[config.mk]
export PLATFORM = sky130hd
export DESIGN_NAME = dac_calibration_config_regs
export DESIGN_NICKNAME = d
export VERILOG_FILES = /design/src/rtl/dac_calibration_config_regs.v /design/src/rtl/dac_gain_offset.v
export VERILOG_INCLUDE_DIRS = /design/src /design/src/rtl
export SDC_FILE = /design/constraint.sdc
export NUM_CORES = 1
export LEC_CHECK = 0
export ABC_AREA = 1
export BUFFER_PORTS_ARGS = -buffer_cell sky130_fd_sc_hd__buf_2
export CAP_MARGIN = 20
export CORE_ASPECT_RATIO = 0.9
export CORE_MARGIN = 8
export CORE_UTILIZATION = 48
export DETAILED_ROUTE_END_ITERATION = 8
export PLACE_DENSITY = 0.7
export SLEW_MARGIN = 20
export SYNTH_ARGS = -nofsm -noshare
export SYNTH_HDL_FRONTEND = slang
export SYNTH_SLANG_ARGS = --single-unit
[constraint.sdc]
create_clock -name core_clk -period 10.27 [get_ports core_clk]
set_clock_uncertainty 0.1 [all_clocks]
set_input_delay 2.054 -clock core_clk [delete_from_list [all_inputs] [get_ports core_clk]]
set_output_delay 2.054 -clock core_clk [all_outputs]
set_load 0.02 [all_outputs]
[src/rtl/dac_cal_regs.vh]
// Purpose: constants for the calibration and configuration register block
// Assumes: 24-bit serial frames, 18-bit data words
// Notes: included by the design files only
`ifndef DAC_CAL_REGS_VH
`define DAC_CAL_REGS_VH
// ==========================================================
// command select codes
`define CMD_NOP 4'h0
`define CMD_INPUT_WR 4'h1
`define CMD_OFFSET_WR 4'h2
`define CMD_GAIN_WR 4'h3
`define CMD_CONFIG_WR 4'h4
`define CMD_INPUT_RD 4'h9
`define CMD_OFFSET_RD 4'ha
`define CMD_GAIN_RD 4'hb
`define CMD_CONFIG_RD 4'hc
// ==========================================================
// frame layout
`define FRAME_BITS 5'h18
`define DATA_W 18
// ==========================================================
// configuration field positions
`define CFG_PD_BIT 17
`define CFG_HOLD_DIS_BIT 16
`define CFG_RST_N_BIT 15
`define CFG_BUSY_DIS_BIT 14
`define CFG_DOUT_ON_BIT 13
`define CFG_BUSY_STAT_BIT 12
`define CFG_REV_LSB 2
// ==========================================================
// reset values
`define OFFSET_RST 18'h00000
`define GAIN_RST 18'h3ffff
`define INPUT_RST 18'h00000
`define CFG_RST 5'h04
// ==========================================================
// arithmetic limits
`define CODE_MAX 18'h3ffff
`define CODE_MIN 18'h00000
`endif

[src/rtl/dac_calibration_config_regs.v]
// Purpose: serially written calibration and configuration registers
// Assumes: host frames of 24 clocks, data sampled on rising serial clock
// Notes: serial pins are oversampled by core_clk after two flip-flops
`include "dac_cal_regs.vh"
module dac_calibration_config_regs #(
  parameter W = `DATA_W,
  parameter [3:0] REV_ID = 4'h1 // arbitrary revision value
) (
  input wire core_clk,
  input wire rst,
  input wire spi_sclk,
  input wire spi_cs_n,
  input wire spi_din,
  output reg spi_dout_r,
  output wire spi_dout_oe,
  input wire busy_in,
  output wire busy_out,
  output wire busy_oe,
  input wire power_down_pin,
  output wire out_to_ground,
  output reg [W-1:0] dac_code_r,
  output reg dac_update_r
);
  // ==========================================================
  // input synchronisers
  reg [1:0] sclk_s_r;
  reg [1:0] cs_s_r;
  reg [1:0] din_s_r;
  reg [1:0] busy_s_r;
  reg [1:0] pd_s_r;
  reg sclk_d_r;
  reg cs_d_r;
  // two flops per external input
  always @(posedge core_clk) begin
    if (rst) begin
      sclk_s_r <= 2'h0;
      cs_s_r <= 2'h3;
      din_s_r <= 2'h0;
      busy_s_r <= 2'h3;
      pd_s_r <= 2'h0;
    end else begin
      sclk_s_r <= {sclk_s_r[0], spi_sclk};
      cs_s_r <= {cs_s_r[0], spi_cs_n};
      din_s_r <= {din_s_r[0], spi_din};
      busy_s_r <= {busy_s_r[0], busy_in};
      pd_s_r <= {pd_s_r[0], power_down_pin};
    end
  end
  wire sclk_q = sclk_s_r[1];
  wire cs_q = cs_s_r[1];
  wire din_q = din_s_r[1];
  // edge detect on synchronised copies
  always @(posedge core_clk) begin
    if (rst) begin
      sclk_d_r <= 1'b0;
      cs_d_r <= 1'b1;
    end else begin
      sclk_d_r <= sclk_q;
      cs_d_r <= cs_q;
    end
  end
  wire sclk_rise = sclk_q & ~sclk_d_r & ~cs_q;
  wire sclk_fall = ~sclk_q & sclk_d_r & ~cs_q;
  wire cs_fall = ~cs_q & cs_d_r;
  wire cs_rise = cs_q & ~cs_d_r;
  // ==========================================================
  // internal reset: pin reset or software reset
  reg soft_rst_r;
  wire irst = rst | soft_rst_r;
  // ==========================================================
  // serial shift and bit counter
  reg [23:0] rx_r;
  reg [23:0] tx_r;
  reg [4:0] bit_cnt_r;
  reg [23:0] tx_load_r;
  reg tx_load_v_r;
  // msb first capture, 24 bits per frame
  always @(posedge core_clk) begin
    if (irst) begin
      rx_r <= 24'h000000;
      bit_cnt_r <= 5'h00;
    end else if (cs_fall) begin
      bit_cnt_r <= 5'h00;
    end else if (sclk_rise) begin
      rx_r <= {rx_r[22:0], din_q};
      if (bit_cnt_r != 5'h1f)
        bit_cnt_r <= bit_cnt_r + 5'h01;
    end
  end
  wire frame_ok = (bit_cnt_r == `FRAME_BITS);
  wire [3:0] cmd = rx_r[23:20];
  wire [W-1:0] wdata = rx_r[19:2];
  wire frame_end = cs_rise & frame_ok;
  // ==========================================================
  // register file
  reg [W-1:0] offset_r;
  reg [W-1:0] gain_r;
  reg [W-1:0] input_r;
  reg soft_power_down_r;
  reg out_hold_disable_r;
  reg soft_reset_n_r;
  reg busy_in_disable_r;
  reg dout_on_r;
  reg calc_req_r;
  // writes take effect at the end of a complete frame
  always @(posedge core_clk) begin
    if (irst) begin
      offset_r <= `OFFSET_RST;
      gain_r <= `GAIN_RST;
      input_r <= `INPUT_RST;
      {soft_power_down_r, out_hold_disable_r, soft_reset_n_r,
        busy_in_disable_r, dout_on_r} <= `CFG_RST;
      calc_req_r <= 1'b0;
    end else begin
      calc_req_r <= 1'b0;
      if (frame_end) begin
        if (cmd == `CMD_INPUT_WR) begin
          input_r <= wdata;
          calc_req_r <= 1'b1;
        end else if (cmd == `CMD_OFFSET_WR) begin
          offset_r <= wdata;
          calc_req_r <= 1'b1;
        end else if (cmd == `CMD_GAIN_WR) begin
          gain_r <= wdata;
          calc_req_r <= 1'b1;
        end else if (cmd == `CMD_CONFIG_WR) begin
          // only the top five bits are used
          soft_power_down_r <= wdata[`CFG_PD_BIT];
          out_hold_disable_r <= wdata[`CFG_HOLD_DIS_BIT];
          soft_reset_n_r <= wdata[`CFG_RST_N_BIT];
          busy_in_disable_r <= wdata[`CFG_BUSY_DIS_BIT];
          dout_on_r <= wdata[`CFG_DOUT_ON_BIT];
        end
      end
    end
  end
  // software reset pulse from a cleared reset bit
  always @(posedge core_clk) begin
    if (rst)
      soft_rst_r <= 1'b0;
    else
      soft_rst_r <= ~soft_rst_r & ~soft_reset_n_r;
  end
  // ==========================================================
  // output calculation and deferred update
  reg [1:0] upd_state_r;
  reg [1:0] upd_state_nxt;
  localparam [1:0] UPD_IDLE = 2'b00;
  localparam [1:0] UPD_CALC = 2'b01;
  localparam [1:0] UPD_WAIT = 2'b10;
  reg pending_r;
  wire [W-1:0] calc_result;
  wire calc_done;
  wire calc_start = (upd_state_r == UPD_IDLE) & (pending_r | calc_req_r);
  wire ext_hold = ~busy_s_r[1] & ~busy_in_disable_r;
  dac_gain_offset #(
    .W(W)
  ) u_calc (
    .clk(core_clk),
    .rst(irst),
    .start(calc_start),
    .code(input_r),
    .gain(gain_r),
    .offset(offset_r),
    .result_r(calc_result),
    .done_r(calc_done)
  );
  // a write landing mid-calculation is remembered and rerun
  always @(posedge core_clk) begin
    if (irst)
      pending_r <= 1'b0;
    else if (calc_req_r & ~calc_start)
      pending_r <= 1'b1;
    else if (calc_start)
      pending_r <= 1'b0;
  end
  // update sequencer
  always @* begin
    upd_state_nxt = upd_state_r;
    case (upd_state_r)
      UPD_IDLE: begin
        if (calc_start)
          upd_state_nxt = UPD_CALC;
      end
      UPD_CALC: begin
        if (calc_done)
          upd_state_nxt = ext_hold ? UPD_WAIT : UPD_IDLE;
      end
      UPD_WAIT: begin
        if (~ext_hold)
          upd_state_nxt = UPD_IDLE;
      end
      default: begin
        upd_state_nxt = UPD_IDLE;
      end
    endcase
  end
  always @(posedge core_clk) begin
    if (irst)
      upd_state_r <= UPD_IDLE;
    else
      upd_state_r <= upd_state_nxt;
  end
  // output code loads when the update leaves calc or wait
  wire upd_go = (upd_state_r != UPD_IDLE) & (upd_state_nxt == UPD_IDLE);
  always @(posedge core_clk) begin
    if (irst) begin
      dac_code_r <= `CODE_MIN;
      dac_update_r <= 1'b0;
    end else begin
      dac_update_r <= upd_go;
      if (upd_go)
        dac_code_r <= calc_result;
    end
  end
  // busy status: zero while calculating, one when idle
  wire busy_stat = (upd_state_r == UPD_IDLE) & ~pending_r & ~calc_req_r;
  // open-drain busy: pulled low while calculating
  assign busy_out = 1'b0;
  assign busy_oe = (upd_state_r == UPD_CALC) | calc_req_r;
  // ==========================================================
  // power-down: software bit or synchronised pin
  assign out_to_ground = soft_power_down_r | pd_s_r[1];
  // ==========================================================
  // readback word built at the end of a read frame
  wire [W-1:0] cfg_word = {soft_power_down_r, out_hold_disable_r, soft_reset_n_r,
    busy_in_disable_r, dout_on_r, busy_stat, 6'h00, REV_ID, 2'h0};
  always @(posedge core_clk) begin
    if (irst) begin
      tx_load_r <= 24'h000000;
      tx_load_v_r <= 1'b0;
    end else begin
      tx_load_v_r <= 1'b0;
      if (frame_end) begin
        tx_load_v_r <= 1'b1;
        if (cmd == `CMD_INPUT_RD)
          tx_load_r <= {cmd, input_r, 2'h0};
        else if (cmd == `CMD_OFFSET_RD)
          tx_load_r <= {cmd, offset_r, 2'h0};
        else if (cmd == `CMD_GAIN_RD)
          tx_load_r <= {cmd, gain_r, 2'h0};
        else if (cmd == `CMD_CONFIG_RD)
          tx_load_r <= {cmd, cfg_word, 2'h0};
        else
          tx_load_v_r <= 1'b0;
      end
    end
  end
  // ==========================================================
  // transmit shifter: read word out in the next frame, else echo
  reg dout_hold_r;
  always @(posedge core_clk) begin
    if (irst) begin
      tx_r <= 24'h000000;
      spi_dout_r <= 1'b0;
      dout_hold_r <= 1'b0;
    end else begin
      if (tx_load_v_r)
        tx_r <= tx_load_r;
      else if (sclk_rise & ~tx_load_v_r)
        tx_r <= {tx_r[22:0], din_q};
      if (cs_fall) begin
        dout_hold_r <= 1'b0;
        spi_dout_r <= dout_on_r & tx_r[23];
      end else if (sclk_fall) begin
        spi_dout_r <= dout_on_r & tx_r[23];
      end
      if (cs_rise)
        dout_hold_r <= 1'b1;
    end
  end
  // driven during the frame, held or released after it
  assign spi_dout_oe = ~cs_q | ~out_hold_disable_r;
endmodule // dac_calibration_config_regs

[src/rtl/dac_gain_offset.v]
// Purpose: applies gain then offset to an input code
// Assumes: input code straight binary, offset two's complement
// Notes: two-cycle pipeline, result saturates to the code range
`include "dac_cal_regs.vh"
module dac_gain_offset #(
  parameter W = `DATA_W
) (
  input wire clk,
  input wire rst,
  input wire start,
  input wire [W-1:0] code,
  input wire [W-1:0] gain,
  input wire [W-1:0] offset,
  output reg [W-1:0] result_r,
  output reg done_r
);
  // ==========================================================
  // stage one: scaled code
  reg [2*W:0] prod_r;
  reg [W-1:0] offs_r;
  reg stage_r;
  wire [W:0] gain_p1 = {1'b0, gain} + {{W{1'b0}}, 1'b1};
  wire [W+1:0] sum = {2'b00, prod_r[2*W-1:W]} + {{2{offs_r[W-1]}}, offs_r};
  // gain of (gain+1)/2^18 applied first
  always @(posedge clk) begin
    if (rst) begin
      prod_r <= {(2*W+1){1'b0}};
      offs_r <= {W{1'b0}};
      stage_r <= 1'b0;
    end else begin
      stage_r <= start;
      if (start) begin
        prod_r <= {{(W+1){1'b0}}, code} * {{W{1'b0}}, gain_p1};
        offs_r <= offset;
      end
    end
  end
  // ==========================================================
  // stage two: offset add and clamp
  always @(posedge clk) begin
    if (rst) begin
      result_r <= {W{1'b0}};
      done_r <= 1'b0;
    end else begin
      done_r <= stage_r;
      if (stage_r) begin
        if (sum[W+1])
          result_r <= `CODE_MIN;
        else if (sum[W])
          result_r <= `CODE_MAX;
        else
          result_r <= sum[W-1:0];
      end
    end
  end
endmodule // dac_gain_offset

==> metrics.md <==
| Metric | Value |
|---|---|
| Via count | 19000 |
| Vias in the first global route | 18700 |
| CTS max path bufs | 3 |
| Minimum clock period | 8250 ps |
| Area share of the leading cell type in the synthesized netlist | 25.1% |
| RSZ-0062 raised after global routing | false |
| Lkg Pwr | 11.0 nW |
| Synth Cell Area | 0.0216 mm^2 |
| Gr usage total | 24.4% |
| Synth cell types | 43 |
| Final antenna-violating net count | 0 |
| Routed wire length | 63.4 mm |
| Syn Nets | 3357 |
| Sequential fraction of the synthesis area | 21.2% |
| DR iter-0 viols | 1930 |
| Fmax | 0.121 GHz |
| TNS Setup | 0 ps |
| Synth-to-Final Area Change | 5.82% |
| Fillers | 4315 |
| Crit-path max FO | 16 |
| Total clock buffers created by CTS | 21 |
| First-pass GRT wire length | 101 mm |
| Placed cell count | 3479 |
| Clk slew on worst S/H paths | 70 ps |
| H-tree depth | 1 |
| Slowest CP cell | dfxtp_1 |
| # IOs | 31 |
| Max-cap viol count | 0 |
| Fin crit share | 80.3% |
| Largest net degree at the start of global routing | 94 |
| Worst EP required | 10580 ps |
| Rel. slew slack | 28.9% |
| Post-CTS resize count | 0 |
| Slew at the pin closest to its max-slew limit | 1060 ps |
| I/O Buffers | 29 |
| Worst path max stage delay | 760 ps |
| Die Span X | 239 um |
| Site Rows | 73 |
| Syn Area/Cell | 7.31 um^2 |
| Pins over their slew limit | 0 |
| Layout Cells excl Fill | 3516 |
| Drt pass-1 iters | 6 |
| Status | finished clean |
| HP Class | flip-flop to flip-flop |
| CTS tree | done |
| Die H | 217 um |
| Type of origin of the critical path | flip-flop |
| Wire per inst | 18.0 um |
| Most instantiated cells after synthesis | 601 x inv_1, 523 x nand2_1, 441 x nor2_1 |
| Post-DP HPWL | 50.7 mm |
| Post-synth ARST share | 0% |
| Clock Sinks | 228 |
| Pwr dens | 75.6 mW/mm^2 |
| Initial antenna violation count | 1 |
| Ratio of cells with drive above 1 in the final layout | 3.64% |
| Critical path class | flip-flop to flip-flop |
| Register area | 0.00457 mm^2 |
| FF+latch count, synth | 228 |
| Area contributors post-synth | fa_1 25%, dfxtp_1 21%, inv_1 10% |
| Post-route DRC | 0 |
| Gr ovfl total | 0 |
| Synth Flop Type | dfxtp_1 |
| Ys Warns | 0 |
| Worst-Skew Late Latency | 510 ps |
| Antenna Cells | 0 |
| Element type at the critical path end | flip-flop |
| Largest area contributor in the netlist | fa_1 |
| Final #Nets | 3306 |
| Clock root cell | clkbuf_16 |
| Post-synth EDFFs | 0 |
| Die ar. | 0.0520 mm^2 |
| Final hold viol count | 0 |
| Post-CTS setup buffer count | 0 |
| GPL Wtd Cong | 1.00 |
| Mapped Cells | 2953 |
| Core ar. | 0.0443 mm^2 |
| Count leader, synth | inv_1 |
| Initial Utilization | 48.7% |
| Worst VDD drop | 0.111 mV |
| Final count of negative-setup-slack endpoints | 0 |
| Arrival time worst endpoint | 8560 ps |
| Hold Buf Count CTS | 0 |
| Multi-input gate area | 0.0143 mm^2 |
| Drt via density | 5.40 |
[worst paths after layout]
check	from	to	slack, ps	cells after the start
setup / recovery	gain_r[0]$_SDFFE_PP1P_	u_calc.prod_r[28]$_SDFFE_PP0P_	2020	29
hold / removal	sclk_s_r[0]$_SDFF_PP0_	sclk_s_r[1]$_SDFF_PP0_	300	2
setup reg to reg	gain_r[0]$_SDFFE_PP1P_	u_calc.prod_r[28]$_SDFFE_PP0P_	2020	29
hold reg to reg	sclk_s_r[0]$_SDFF_PP0_	sclk_s_r[1]$_SDFF_PP0_	300	2
[power by group]
group / internal [mW] / leakage [nW] / switching, mW
registers: 0.887 / 1.84 / 0.00140
logic: 0.00726 / 8.82 / 0.0217
clock network: 0.463 / 0.333 / 0.346
total: 1.36 / 11.0 / 0.369
[critical path, delay by kind of cell (launching register included)]
kind | cells | cell delay [ps]
AO/OA/AOI/OAI | 2 | 470
adder cells (fa/ha/maj) | 8 | 3710
buffers and inverters | 5 | 480
flip-flops | 1 | 760
AND/OR/NAND/NOR | 14 | 2600
[routing by layer]
metal  up-vias  track usage [%]  share of wire (%)
met5         -                0              0.017
met1      9099             34.9                 44
met3       125             4.84                9.7
li1       8969                -                  -
met4         2             6.53                2.9
met2       781             37.5                 43
[registers in the layout, indices dropped and copies added, names as in the netlist, 2 cells and up]
name	count
dac_code_r	18
busy_s_r	2
u_calc.result_r	18
input_r	18
din_s_r	2
tx_load_r	22
u_calc.offs_r	18
upd_state_r	2
u_calc.prod_r	18
rx_r	24
cs_s_r	2
gain_r	18
sclk_s_r	2
tx_r	24
pd_s_r	2
bit_cnt_r	5
offset_r	18
[per-stage QoR]
stage / hold WS, ps / total power, mW / setup WS, ps / utilization, % / area [um^2]
3_5_place_dp: 295 / 0.937 / 2170 / 49.9 / 22100
3_3_place_gp: 291 / 0.937 / 2270 / 49.9 / 22100
2_1_floorplan: 288 / 0.929 / 3880 / - / 21600
5_1_grt: 328 / 1.78 / 1590 / 51.5 / 22800
4_1_cts: 307 / 1.74 / 2130 / 51.5 / 22800
6_report: 303 / 1.73 / 2020 / 51.5 / 22800
[logic make-up after synthesis]
logic type,synth area share (%)
AO/OA/AOI/OAI,11.0
XOR/XNOR,0.406
adder cells (fa/ha/maj),32.4
buffers and inverters,12.8
flip-flops,21.2
other,0.0174
AND/OR/NAND/NOR,22.2
[layout by cell type (no fill, tap or decap), types with 7 or more instances in the layout]
| master | Yosys | layout |
|---|---|---|
| inv_1 | 601 | 601 |
| nand2_1 | 523 | 523 |
| nor2_1 | 441 | 438 |
| fa_1 | 270 | 270 |
| dfxtp_1 | 228 | 227 |
| a21oi_1 | 166 | 166 |
| o21ai_0 | 162 | 162 |
| ha_1 | 127 | 127 |
| nand3_1 | 108 | 108 |
| a211oi_1 | 38 | 38 |
| nand4_1 | 36 | 36 |
| buf_2 | 8 | 29 |
| clkbuf_16 | 0 | 21 |
| nor3_1 | 17 | 16 |
| clkinv_1 | 17 | 16 |
| o211ai_1 | 16 | 16 |
| or2_2 | 11 | 11 |
| o221ai_1 | 11 | 11 |
| o21bai_1 | 10 | 10 |
| buf_4 | 1 | 10 |
| nor4_1 | 7 | 7 |
| xnor2_1 | 7 | 7 |
[area by class of cell]
type / instances / share of cell area, %
Multi-Input combinational cell: 1992 / 62.5
Sequential cell: 228 / 20.0
Inverter: 620 / 10.2
Tap cell: 600 / 3.29
Clock buffer: 25 / 2.41
Timing Repair Buffer: 39 / 0.964
Clock inverter: 12 / 0.669
(Power assumes the default switching activity.)
